$ cat config.mk
export PLATFORM = sky130hd
export DESIGN_NAME = cssel_top
export DESIGN_NICKNAME = d
export VERILOG_FILES = /design/src/shared/cssel_pkg.sv /design/src/core/cssel_edge_sync.sv /design/src/core/cssel_top.sv
export SDC_FILE = /design/constraint.sdc
export NUM_CORES = 1
export LEC_CHECK = 0
export BUFFER_PORTS_ARGS = -buffer_cell sky130_fd_sc_hd__buf_2
export CORE_ASPECT_RATIO = 0.75
export CORE_MARGIN = 2
export CORE_UTILIZATION = 35
export DETAILED_ROUTE_END_ITERATION = 6
export GPL_ROUTABILITY_DRIVEN = 1
export MAX_ROUTING_LAYER = met4
export PLACE_DENSITY_LB_ADDON = 0.3
export SLEW_MARGIN = 20
export SYNTH_ARGS = -nofsm -noshare
export SYNTH_HDL_FRONTEND = slang
export SYNTH_SLANG_ARGS = --single-unit
$ cat constraint.sdc
create_clock -name sys_clk -period 3.7 [get_ports sys_clk]
set_input_delay 0.185 -clock sys_clk [delete_from_list [all_inputs] [get_ports sys_clk]]
set_output_delay 0.185 -clock sys_clk [all_outputs]
set_load 0.05 [all_outputs]
$ cat src/shared/cssel_pkg.sv
// Purpose: Constants and carriers for the clock source and start-up select block
// Assumes: 100 MHz sys_clk, APB with 32-bit data
// Notes:   Trim offset is a register index; its byte address is four times the index
`default_nettype none
package cssel_pkg;
   // Register map
   localparam logic [9:0]  CSSEL_IDX_TRIM      = 10'h066;                // Register index of trim
   localparam logic [11:0] CSSEL_ADDR_TRIM     = {CSSEL_IDX_TRIM, 2'b00}; // One word per index
   localparam logic [11:0] CSSEL_ADDR_CTRL     = 12'h100;
   localparam logic [11:0] CSSEL_ADDR_STAT     = 12'h104;
   localparam logic [11:0] CSSEL_ADDR_PRESC    = 12'h108;
   // Trim fields
   localparam int          CSSEL_TRIM_RANGE_POS = 7;
   localparam int          CSSEL_TRIM_FINE_MSB  = 6;
   // Source fuse codes
   localparam logic [3:0]  CSSEL_SRC_EXT    = 4'h0;
   localparam logic [3:0]  CSSEL_SRC_RC8M   = 4'h2;
   localparam logic [3:0]  CSSEL_SRC_RC128K = 4'h3;
   localparam logic [3:0]  CSSEL_SRC_LFXTAL_HI = 4'h6;  // 0110/0111 pair, low bit is startup select
   // Timing fuse codes
   localparam logic [1:0]  CSSEL_SUT_BOD  = 2'h0;
   localparam logic [1:0]  CSSEL_SUT_FAST = 2'h1;
   localparam logic [1:0]  CSSEL_SUT_SLOW = 2'h2;
   // Factory defaults (fuse bit 0 = programmed)
   localparam logic [3:0]  CSSEL_DEF_SRC  = 4'h2;
   localparam logic [1:0]  CSSEL_DEF_SUT  = 2'h2;
   localparam logic        CSSEL_DEF_DIV8_PROG = 1'b1;
   // Prescaler reset values
   localparam logic [3:0]  CSSEL_PS_DIV8 = 4'h3;
   localparam logic [3:0]  CSSEL_PS_DIV1 = 4'h0;
   // Cycle counts of the selected source
   localparam logic [15:0] CSSEL_WAKE_6   = 16'h0006;
   localparam logic [15:0] CSSEL_WAKE_1K  = 16'h0400;
   localparam logic [15:0] CSSEL_WAKE_32K = 16'h8000;
   localparam logic [15:0] CSSEL_RST_14   = 16'h000e;
   // Millisecond extensions timed on the watchdog oscillator (ms in tenths)
   localparam int          CSSEL_T_4P1_MS_X10 = 41;
   localparam int          CSSEL_T_65_MS_X10  = 650;
   localparam int          CSSEL_T_4_MS_X10   = 40;
   localparam int          CSSEL_T_64_MS_X10  = 640;
   localparam int          CSSEL_WDT_KHZ      = 128;
   localparam int          CSSEL_WDT_4P1 = (CSSEL_T_4P1_MS_X10 * CSSEL_WDT_KHZ) / 10;
   localparam int          CSSEL_WDT_65  = (CSSEL_T_65_MS_X10 * CSSEL_WDT_KHZ) / 10;
   localparam int          CSSEL_WDT_4   = (CSSEL_T_4_MS_X10 * CSSEL_WDT_KHZ) / 10;
   localparam int          CSSEL_WDT_64  = (CSSEL_T_64_MS_X10 * CSSEL_WDT_KHZ) / 10;

   typedef enum logic [4:0] {
      CSSEL_ST_IDLE = 5'b00001,
      CSSEL_ST_WAKE = 5'b00010,
      CSSEL_ST_RCYC = 5'b00100,
      CSSEL_ST_RMS  = 5'b01000,
      CSSEL_ST_RUN  = 5'b10000
   } cssel_state_e;

   typedef struct packed {
      logic [3:0] clock_source_fuses;
      logic [1:0] startup_timing_fuses;
      logic       divide_by_eight_fuse;   // 0 = programmed
      logic       reset_pin_disable_fuse; // 0 = programmed
   } cssel_fuse_s;

   typedef struct packed {
      logic [2:0] sel;    // one-hot: ext, rc 8 MHz, rc 128 kHz in bit order; lf crystal is the separate lfxtal bit
      logic       lfxtal;
   } cssel_dummy_s;
endpackage
`default_nettype wire

$ cat src/core/cssel_edge_sync.sv
// Purpose: Two-stage synchroniser with rising-edge pulse for a foreign clock
// Assumes: src toggles far slower than sys_clk
// Notes:   First stage is read only by the second
`default_nettype none
module cssel_edge_sync (
   input  wire logic sys_clk, // System clock
   input  wire logic rst_n,   // Async reset, active low
   input  wire logic clk_en,  // Clock enable
   input  wire logic src,     // Foreign clock level
   output logic      rise     // One pulse per source rising edge
);
   logic [2:0] sh;
   // Two flops then one for edge detect
   always_ff @(posedge sys_clk or negedge rst_n) begin
      if (!rst_n) begin
         sh <= 3'h0;
      end else if (clk_en) begin
         sh <= {sh[1:0], src};
      end
   end
   assign rise = clk_en & sh[1] & ~sh[2];
endmodule
`default_nettype wire

$ cat src/core/cssel_top.sv
// Purpose: Clock source selection, start-up delay sequencing and RC trim register
// Assumes: Source clocks and watchdog oscillator arrive as slow levels sampled on sys_clk
// Notes:   Reserved fuse codes fall back to the 8 MHz RC source; no behaviour is promised
//
// Decided for this implementation: the APB interface to the registers.
`default_nettype none
// Operation
// - LF crystal, select 0: 1K wake, 14 plus ms
// - LF crystal, select 1: 32K wake delay
// - Source code 0010 selects 8 MHz RC
// - Factory default RC, div8, slow timing
// - Reset loads factory calibration into trim
// - RC source: 6 wake, 14 plus ms
// - Reset pin disabled lengthens brownout delay except for LF crystal and external
// - Watchdog oscillator times reset extension always
// - Trim register at 0x66, immediate effect
// - Trim bit 7 selects overlapping range
// - Fine bits tune monotonically within range
// - Source code 0011 selects 128 kHz
// - 128 kHz: 6 wake, 14 plus 4/64 ms
// - Source code 0000 selects external pin
// - External: 6 wake, 14 plus ms
// - Div8 fuse sets prescaler reset value
module cssel_top
   import cssel_pkg::*;
#(
   parameter logic [7:0] FACTORY_TRIM = 8'h80,        // Arbitrary neutral calibration byte
   parameter int         WDT_4P1      = cssel_pkg::CSSEL_WDT_4P1,
   parameter int         WDT_65       = cssel_pkg::CSSEL_WDT_65,
   parameter int         WDT_4        = cssel_pkg::CSSEL_WDT_4,
   parameter int         WDT_64       = cssel_pkg::CSSEL_WDT_64
) (
   input  wire logic                  sys_clk,             // 100 MHz system clock
   input  wire logic                  rst_n,               // Async reset, active low
   input  wire logic                  clk_en,              // Freezes all state when low
   input  wire cssel_pkg::cssel_fuse_s fuses,              // Fuse bits, static
   input  wire logic                  oscillator_input_pin,// External clock level
   input  wire logic                  lfxtal_clk,          // Watch crystal oscillator level
   input  wire logic                  rc8m_clk,            // RC oscillator level
   input  wire logic                  rc128k_clk,          // 128 kHz oscillator level
   input  wire logic                  wdt_osc_clk,         // Watchdog oscillator level
   input  wire logic                  wake_req,            // Leave deep sleep, same domain
   input  wire logic                  psel,                // APB select
   input  wire logic                  penable,             // APB enable
   input  wire logic                  pwrite,              // APB direction
   input  wire logic [11:0]           paddr,               // APB byte address
   input  wire logic [31:0]           pwdata,              // APB write data
   output logic                       pready,              // APB ready
   output logic [31:0]                prdata,              // APB read data
   output logic                       pslverr,             // APB error
   output logic [3:0]                 src_sel,             // One-hot: ext, rc8m, rc128k, lfxtal
   output logic [7:0]                 rc_osc_trim,         // Trim to RC oscillator
   output logic [3:0]                 prescaler_select_field, // Prescaler setting
   output logic                       clk_ready,           // Internal clock released
   output logic                       core_rst_n           // Internal reset, active low
);
   import cssel_pkg::*;

   typedef struct packed {
      cssel_state_e st;
      logic [15:0]  cnt;
      logic [15:0]  ms_cnt;
      logic [15:0]  ms_goal;
      logic [7:0]   trim;
      logic [3:0]   presc;
      logic [3:0]   sel;
      logic         ready;
      logic         rstn;
      logic         pready;
      logic [31:0]  prdata;
      logic         pslverr;
      logic         wake_pend;
      logic         woke;
   } cssel_state_s;

   cssel_state_s r;
   cssel_state_s next_r;

   logic [3:0] src_rise;
   logic       wdt_rise;
   logic       src_tick;
   logic       lfx;
   logic       rst_path;
   logic [15:0] wake_cyc;
   logic [15:0] ms_sel;
   logic        acc;
   logic        wr;
   logic        hit_trim;
   logic        hit_ctrl;
   logic        hit_stat;
   logic        hit_presc;

   // One synchroniser per source clock plus the watchdog oscillator
   logic [4:0] raw_clk;
   logic [4:0] raw_rise;
   assign raw_clk = {wdt_osc_clk, lfxtal_clk, rc128k_clk, rc8m_clk, oscillator_input_pin};
   genvar gi;
   generate
      for (gi = 0; gi < 5; gi++) begin : g_sync
         cssel_edge_sync u_sync (
            .sys_clk (sys_clk),
            .rst_n   (rst_n),
            .clk_en  (clk_en),
            .src     (raw_clk[gi]),
            .rise    (raw_rise[gi])
         );
      end
   endgenerate
   assign src_rise = raw_rise[3:0];
   assign wdt_rise = raw_rise[4];

   // Source decode from fuse code
   assign lfx = (fuses.clock_source_fuses[3:1] == CSSEL_SRC_LFXTAL_HI[3:1]);
   always_comb begin
      next_r = r;
      next_r.sel = 4'h0;
      unique case (1'b1)
         (fuses.clock_source_fuses == CSSEL_SRC_EXT):    next_r.sel = 4'b0001;
         (fuses.clock_source_fuses == CSSEL_SRC_RC8M):   next_r.sel = 4'b0010;
         (fuses.clock_source_fuses == CSSEL_SRC_RC128K): next_r.sel = 4'b0100;
         lfx:                                            next_r.sel = 4'b1000;
         default:                                        next_r.sel = 4'b0010;
      endcase

      // Tick of the selected source, wake counts in its own cycles
      src_tick = |(next_r.sel & src_rise);
      wake_cyc = CSSEL_WAKE_6;
      if (lfx) begin
         wake_cyc = fuses.clock_source_fuses[0] ? CSSEL_WAKE_32K : CSSEL_WAKE_1K;
      end

      // Millisecond extension picked by timing code
      ms_sel = 16'h0;
      unique case (fuses.startup_timing_fuses)
         CSSEL_SUT_BOD:  begin
            // Reset pin disabled: keep a window for programming entry
            if (!fuses.reset_pin_disable_fuse && !lfx && fuses.clock_source_fuses != CSSEL_SRC_EXT) begin
               ms_sel = 16'(WDT_4P1);
            end
         end
         CSSEL_SUT_FAST: ms_sel = (next_r.sel[2]) ? 16'(WDT_4)  : 16'(WDT_4P1);
         CSSEL_SUT_SLOW: ms_sel = (next_r.sel[2]) ? 16'(WDT_64) : 16'(WDT_65);
         default:        ms_sel = 16'h0;
      endcase

      // Sequencer
      rst_path = 1'b0;
      unique case (r.st)
         CSSEL_ST_IDLE: begin
            // First edge after reset: calibration byte and prescaler reset value
            next_r.trim = FACTORY_TRIM;
            next_r.presc = fuses.divide_by_eight_fuse ? CSSEL_PS_DIV1 : CSSEL_PS_DIV8;
            next_r.st = CSSEL_ST_RCYC;
            next_r.cnt = 16'h0;
            next_r.ms_goal = ms_sel;
            next_r.ready = 1'b0;
            next_r.rstn = 1'b0;
         end
         CSSEL_ST_WAKE: begin
            if (src_tick) begin
               next_r.cnt = r.cnt + 16'h1;
               if (r.cnt + 16'h1 >= wake_cyc) begin
                  next_r.st = CSSEL_ST_RUN;
                  next_r.ready = 1'b1;
               end
            end
         end
         CSSEL_ST_RCYC: begin
            if (src_tick) begin
               next_r.cnt = r.cnt + 16'h1;
               if (r.cnt + 16'h1 >= CSSEL_RST_14) begin
                  next_r.st = CSSEL_ST_RMS;
                  next_r.ms_cnt = 16'h0;
               end
            end
         end
         CSSEL_ST_RMS: begin
            rst_path = 1'b1;
            if (r.ms_cnt >= r.ms_goal) begin
               next_r.st = CSSEL_ST_RUN;
               next_r.ready = 1'b1;
               next_r.rstn = 1'b1;
            end else if (wdt_rise) begin
               next_r.ms_cnt = r.ms_cnt + 16'h1;
            end
         end
         CSSEL_ST_RUN: begin
            // Sleep exit restarts only the wake count, not reset
            if (wake_req) begin
               next_r.st = CSSEL_ST_WAKE;
               next_r.cnt = 16'h0;
               next_r.ready = 1'b0;
            end
         end
         default: next_r.st = CSSEL_ST_IDLE;
      endcase

      // APB slave, zero wait states: answer in the access cycle
      acc = psel & penable;
      wr = acc & pwrite;
      hit_trim = (paddr[11:2] == CSSEL_ADDR_TRIM[11:2]);
      hit_ctrl = (paddr[11:2] == CSSEL_ADDR_CTRL[11:2]);
      hit_stat = (paddr[11:2] == CSSEL_ADDR_STAT[11:2]);
      hit_presc = (paddr[11:2] == CSSEL_ADDR_PRESC[11:2]);
      next_r.pready = psel & ~penable & (r.st != CSSEL_ST_IDLE); // Bus answers from the second edge
      next_r.pslverr = 1'b0;
      if (psel & ~penable) begin
         next_r.prdata = 32'h0;
         if (!pwrite) begin
            if (hit_trim) begin
               next_r.prdata = {24'h0, r.trim};
            end else if (hit_ctrl) begin
               next_r.prdata = {24'h0, fuses};
            end else if (hit_stat) begin
               next_r.prdata = {24'h0, r.sel, r.st[4], r.ready, r.rstn, rst_path};
            end else if (hit_presc) begin
               next_r.prdata = {28'h0, r.presc};
            end
         end
         next_r.pslverr = ~(hit_trim | hit_ctrl | hit_stat | hit_presc) | (pwrite & (hit_ctrl | hit_stat));
      end
      if (wr & r.pready & hit_trim) begin
         next_r.trim = pwdata[7:0];
      end
      if (wr & r.pready & hit_presc) begin
         next_r.presc = pwdata[3:0];
      end
   end

   // State register; clock enable low holds every field
   always_ff @(posedge sys_clk or negedge rst_n) begin
      if (!rst_n) begin
         r <= '0;
         r.st <= CSSEL_ST_IDLE;
      end else if (clk_en) begin
         r <= next_r;
      end
   end

   assign pready = r.pready;
   assign prdata = r.prdata;
   assign pslverr = r.pslverr;
   assign src_sel = r.sel;
   assign rc_osc_trim = r.trim;
   assign prescaler_select_field = r.presc;
   assign clk_ready = r.ready;
   assign core_rst_n = r.rstn;
endmodule
`default_nettype wire

==> impl_metrics.csv <==
group,metric,value,unit
timing,fin_hold_ws,0.0485,ns
floorplanning,die_area,15600,sq um
layout,drive_above_1_share,0.214,
power_and_ir_drop,finalPower,2.85,mW
floorplanning,rows,38,
power_and_ir_drop,swShare,0.361,
flow_run,cap_violations,0,
logic_synthesis,synth_flop_cell,"dfrtp_1",
layout,syn2layout_area_growth,10.1,%
worst_setup_path,crit_type,"reg -> reg",
timing,setup_viol,0,
floorplanning,core,14400,sq um
timing,tns,0,ns
global_route,antenna_found_initial,0,
timing,period_minus_slack,3.23,ns
layout,layout_commonest_cell,"dfrtp_1",
timing,slew_headroom,0.488,
cts,htreeDepth,3,
drt,wire_per_inst,15.3,um
floorplanning,start_util,0.356,
logic_synthesis,synth_area,5130,sq um
worst_setup_path,critPathMaxFanout,11,
cts,cts_root_buf,"clkbuf_16",
global_route,grt_pass1_vias,3910,
place,place_congestion,0.866,
min_path,min_from,"pwdata[4]",
logic_synthesis,yosys_warnings,0,
min_path,hold_depth,3,
power_and_ir_drop,internal_power,1.82,mW
worst_setup_path,r2r-end,"r[106]",
logic_synthesis,async_flop_share,1.00,
worst_setup_path,crit_path_end_kind,"register",
timing,rsz0062_at_grt,"no",
logic_synthesis,netlist_instances,551,
logic_synthesis,avgSynthCellArea,9.31,sq um
timing,timing.fmax,310,MHz
cts,ctsLongestPathBuffers,2,
logic_synthesis,synth-seq-area-share,0.410,
layout,final_cell_mix,"83 x dfrtp_1, 64 x buf_2, 58 x nand2_1, 44 x o21ai_0, 41 x a21oi_1",
logic_synthesis,synth_area_leaders,"dfrtp_1 40%, buf_4 7.0%, o21ai_0 4.3%",
global_route,grt_max_degree,85,
drt,final_antenna_net_count,0,
power_and_ir_drop,clockPowerShare,0.323,
timing,hold_viol,0,
drt,vias_per_cell,5.21,
global_route,grt_pass1_wl,19.8,mm
logic_synthesis,ys_seq_elements,84,
drt,vias,4104,
cts,cts_tree,"built",
layout,multi_input_area,2540,sq um
power_and_ir_drop,power_density,505,nW/um^2
layout,fin_area,5650,sq um
worst_setup_path,worstPathRequired,3.94,ns
cts,clk_pin_slew,0.07,ns
cts,post_cts_buffers,0,
worst_setup_path,r2r-start,"r[86]",
layout,diodes,0,
worst_setup_path,r2r_cells,11,
logic_synthesis,synth_top_area_share,0.405,
power_and_ir_drop,power_leakage,2.62,nW
floorplanning,die_x,144,um
timing,fin_crit_sh,0.873,
drt,post-route-drc-count,0,
floorplanning,die_h,109,um
place,hpwl,8.69,mm
timing,drv_slew,0,
min_path,hold_path.class,"in -> reg",
power_and_ir_drop,switching_power,1.03,mW
power_and_ir_drop,pwr-share-comb,0.267,
layout,seq_area,2100,sq um
logic_synthesis,synth-edff-count,0,
logic_synthesis,synth_cell_types,69,
worst_setup_path,reg2reg_slack,0.47,ns
cts,insertion_delay,0.35,ns
place,port_buffers,65,
drt,firstDrtPassIters,5,
global_route,grt_overflow,0,
cts,cts_sinks,84,
worst_setup_path,arrival,3.47,ns
timing,tightest_slew,0.769,ns
place,placed_area,5330,sq um
logic_synthesis,yosysTopAreaCell,"dfrtp_1",
cts,cts_buffers,9,
floorplanning,io_pins,116,
power_and_ir_drop,irDropWorstVdd,0.303,mV
layout,fin_nets,659,
drt,routed_wl,12.1,mm
min_path,min_to,"rc_osc_trim[4]",
power_and_ir_drop,seq_power_share,0.409,
drt,drtIter0Drc,282,
timing,finClkSkew,0.00834,ns
layout,nFillCells,1437,
worst_setup_path,cp-start-kind,"register",
global_route,grt.total_usage,0.165,
run_status,status,"finished, final reports clean",
-- critical path, cell delays in order (launching register included) --
cell	delay [ns]
dfrtp_1	0.57
ha_1	0.24
nand4_1	0.18
nor3_1	0.34
xnor2_1	0.22
inv_1	0.08
ha_1	0.19
or3_2	0.44
a221o_1	0.30
o211ai_4	0.24
a21o_1	0.13
a21bo_1	0.19
-- routing by layer --
metal | vias to the layer above | share of wire | wire, um | global-route usage
li1 | 1972 | - | - | -
met1 | 2006 | 0.49 | 5860 | 0.233
met2 | 112 | 0.44 | 5250 | 0.238
met3 | 14 | 0.068 | 821 | 0.0413
met4 | 0 | 0.0092 | 111 | 0.0406
met5 | - | 0 | 0 | -
-- sequential cells by signal, indices dropped and copies added, names as in the netlist --
signal	flops
prescaler_select_field	4
pready	1
prdata	8
rc_osc_trim	8
r	41
g_sync.u_sync.sh	15
src_sel	4
core_rst_n	1
pslverr	1
clk_ready	1
-- repair_timing --
action | 4_1_cts | 5_1_grt
resized for setup | 0 | 0
hold buffers | 0 | 1
hold endpoints to repair | 0 | 83
-- cells by family after synthesis --
kind of cell               after synthesis  synth area share
other                                    1          0.000731
xor gates and xnor gates                 7            0.0120
buffers and inverters                   92             0.111
DFF                                     84             0.410
and+or+nand+nor                        187             0.207
AOI/OAI and AO/OA                      145             0.181
adders and majority gates               12            0.0293
muxes                                   23            0.0490
-- Yosys cell counts (all sizes together), types with 14 or more instances --
cell type / count
dfrtp: 83
nor3: 19
nand3: 20
nor2: 20
inv: 20
o21ai: 46
buf: 55
nand2: 58
and3: 14
mux2: 17
a21oi: 41
clkbuf: 17
-- through the flow --
stage | util | setup slack [ns] | instances
after floorplan | - | 0.743 | 574
after global placement | 0.370 | 0.544 | 771
after CTS | 0.391 | 0.465 | 787
after detailed placement | 0.370 | 0.480 | 771
final | 0.392 | 0.471 | 788
after global routing | 0.392 | 0.254 | 788
-- layout make-up --
class,instances,area share
repair buffers,70,0.0658
inverters,20,0.0133
clock inverters,6,0.0109
well taps,200,0.0443
multi-input cells,398,0.451
flip-flops and latches,84,0.373
clock buffers,10,0.0423
-- worst max path at each step --
stage,end,start,cells after the start,slack [ns]
final,r[106],r[86],11,0.47
after global placement,r[106],r[86],11,0.54
after global routing,r[106],r[86],11,0.25
after floorplan,r[106],r[87],12,0.74
after CTS,r[106],r[86],11,0.46
after detailed placement,r[106],r[86],11,0.48
-- power groups by stage --
stage	sequential (mW)	clock (mW)	combinational [mW]
6_report	1.17	0.922	0.761
4_1_cts	1.16	0.939	0.760
3_5_place_dp	1.18	0	0.756
5_1_grt	1.18	0.981	0.856
3_3_place_gp	1.18	0	0.742
2_1_floorplan	1.18	0	0.590
(Power assumes the default switching activity.)
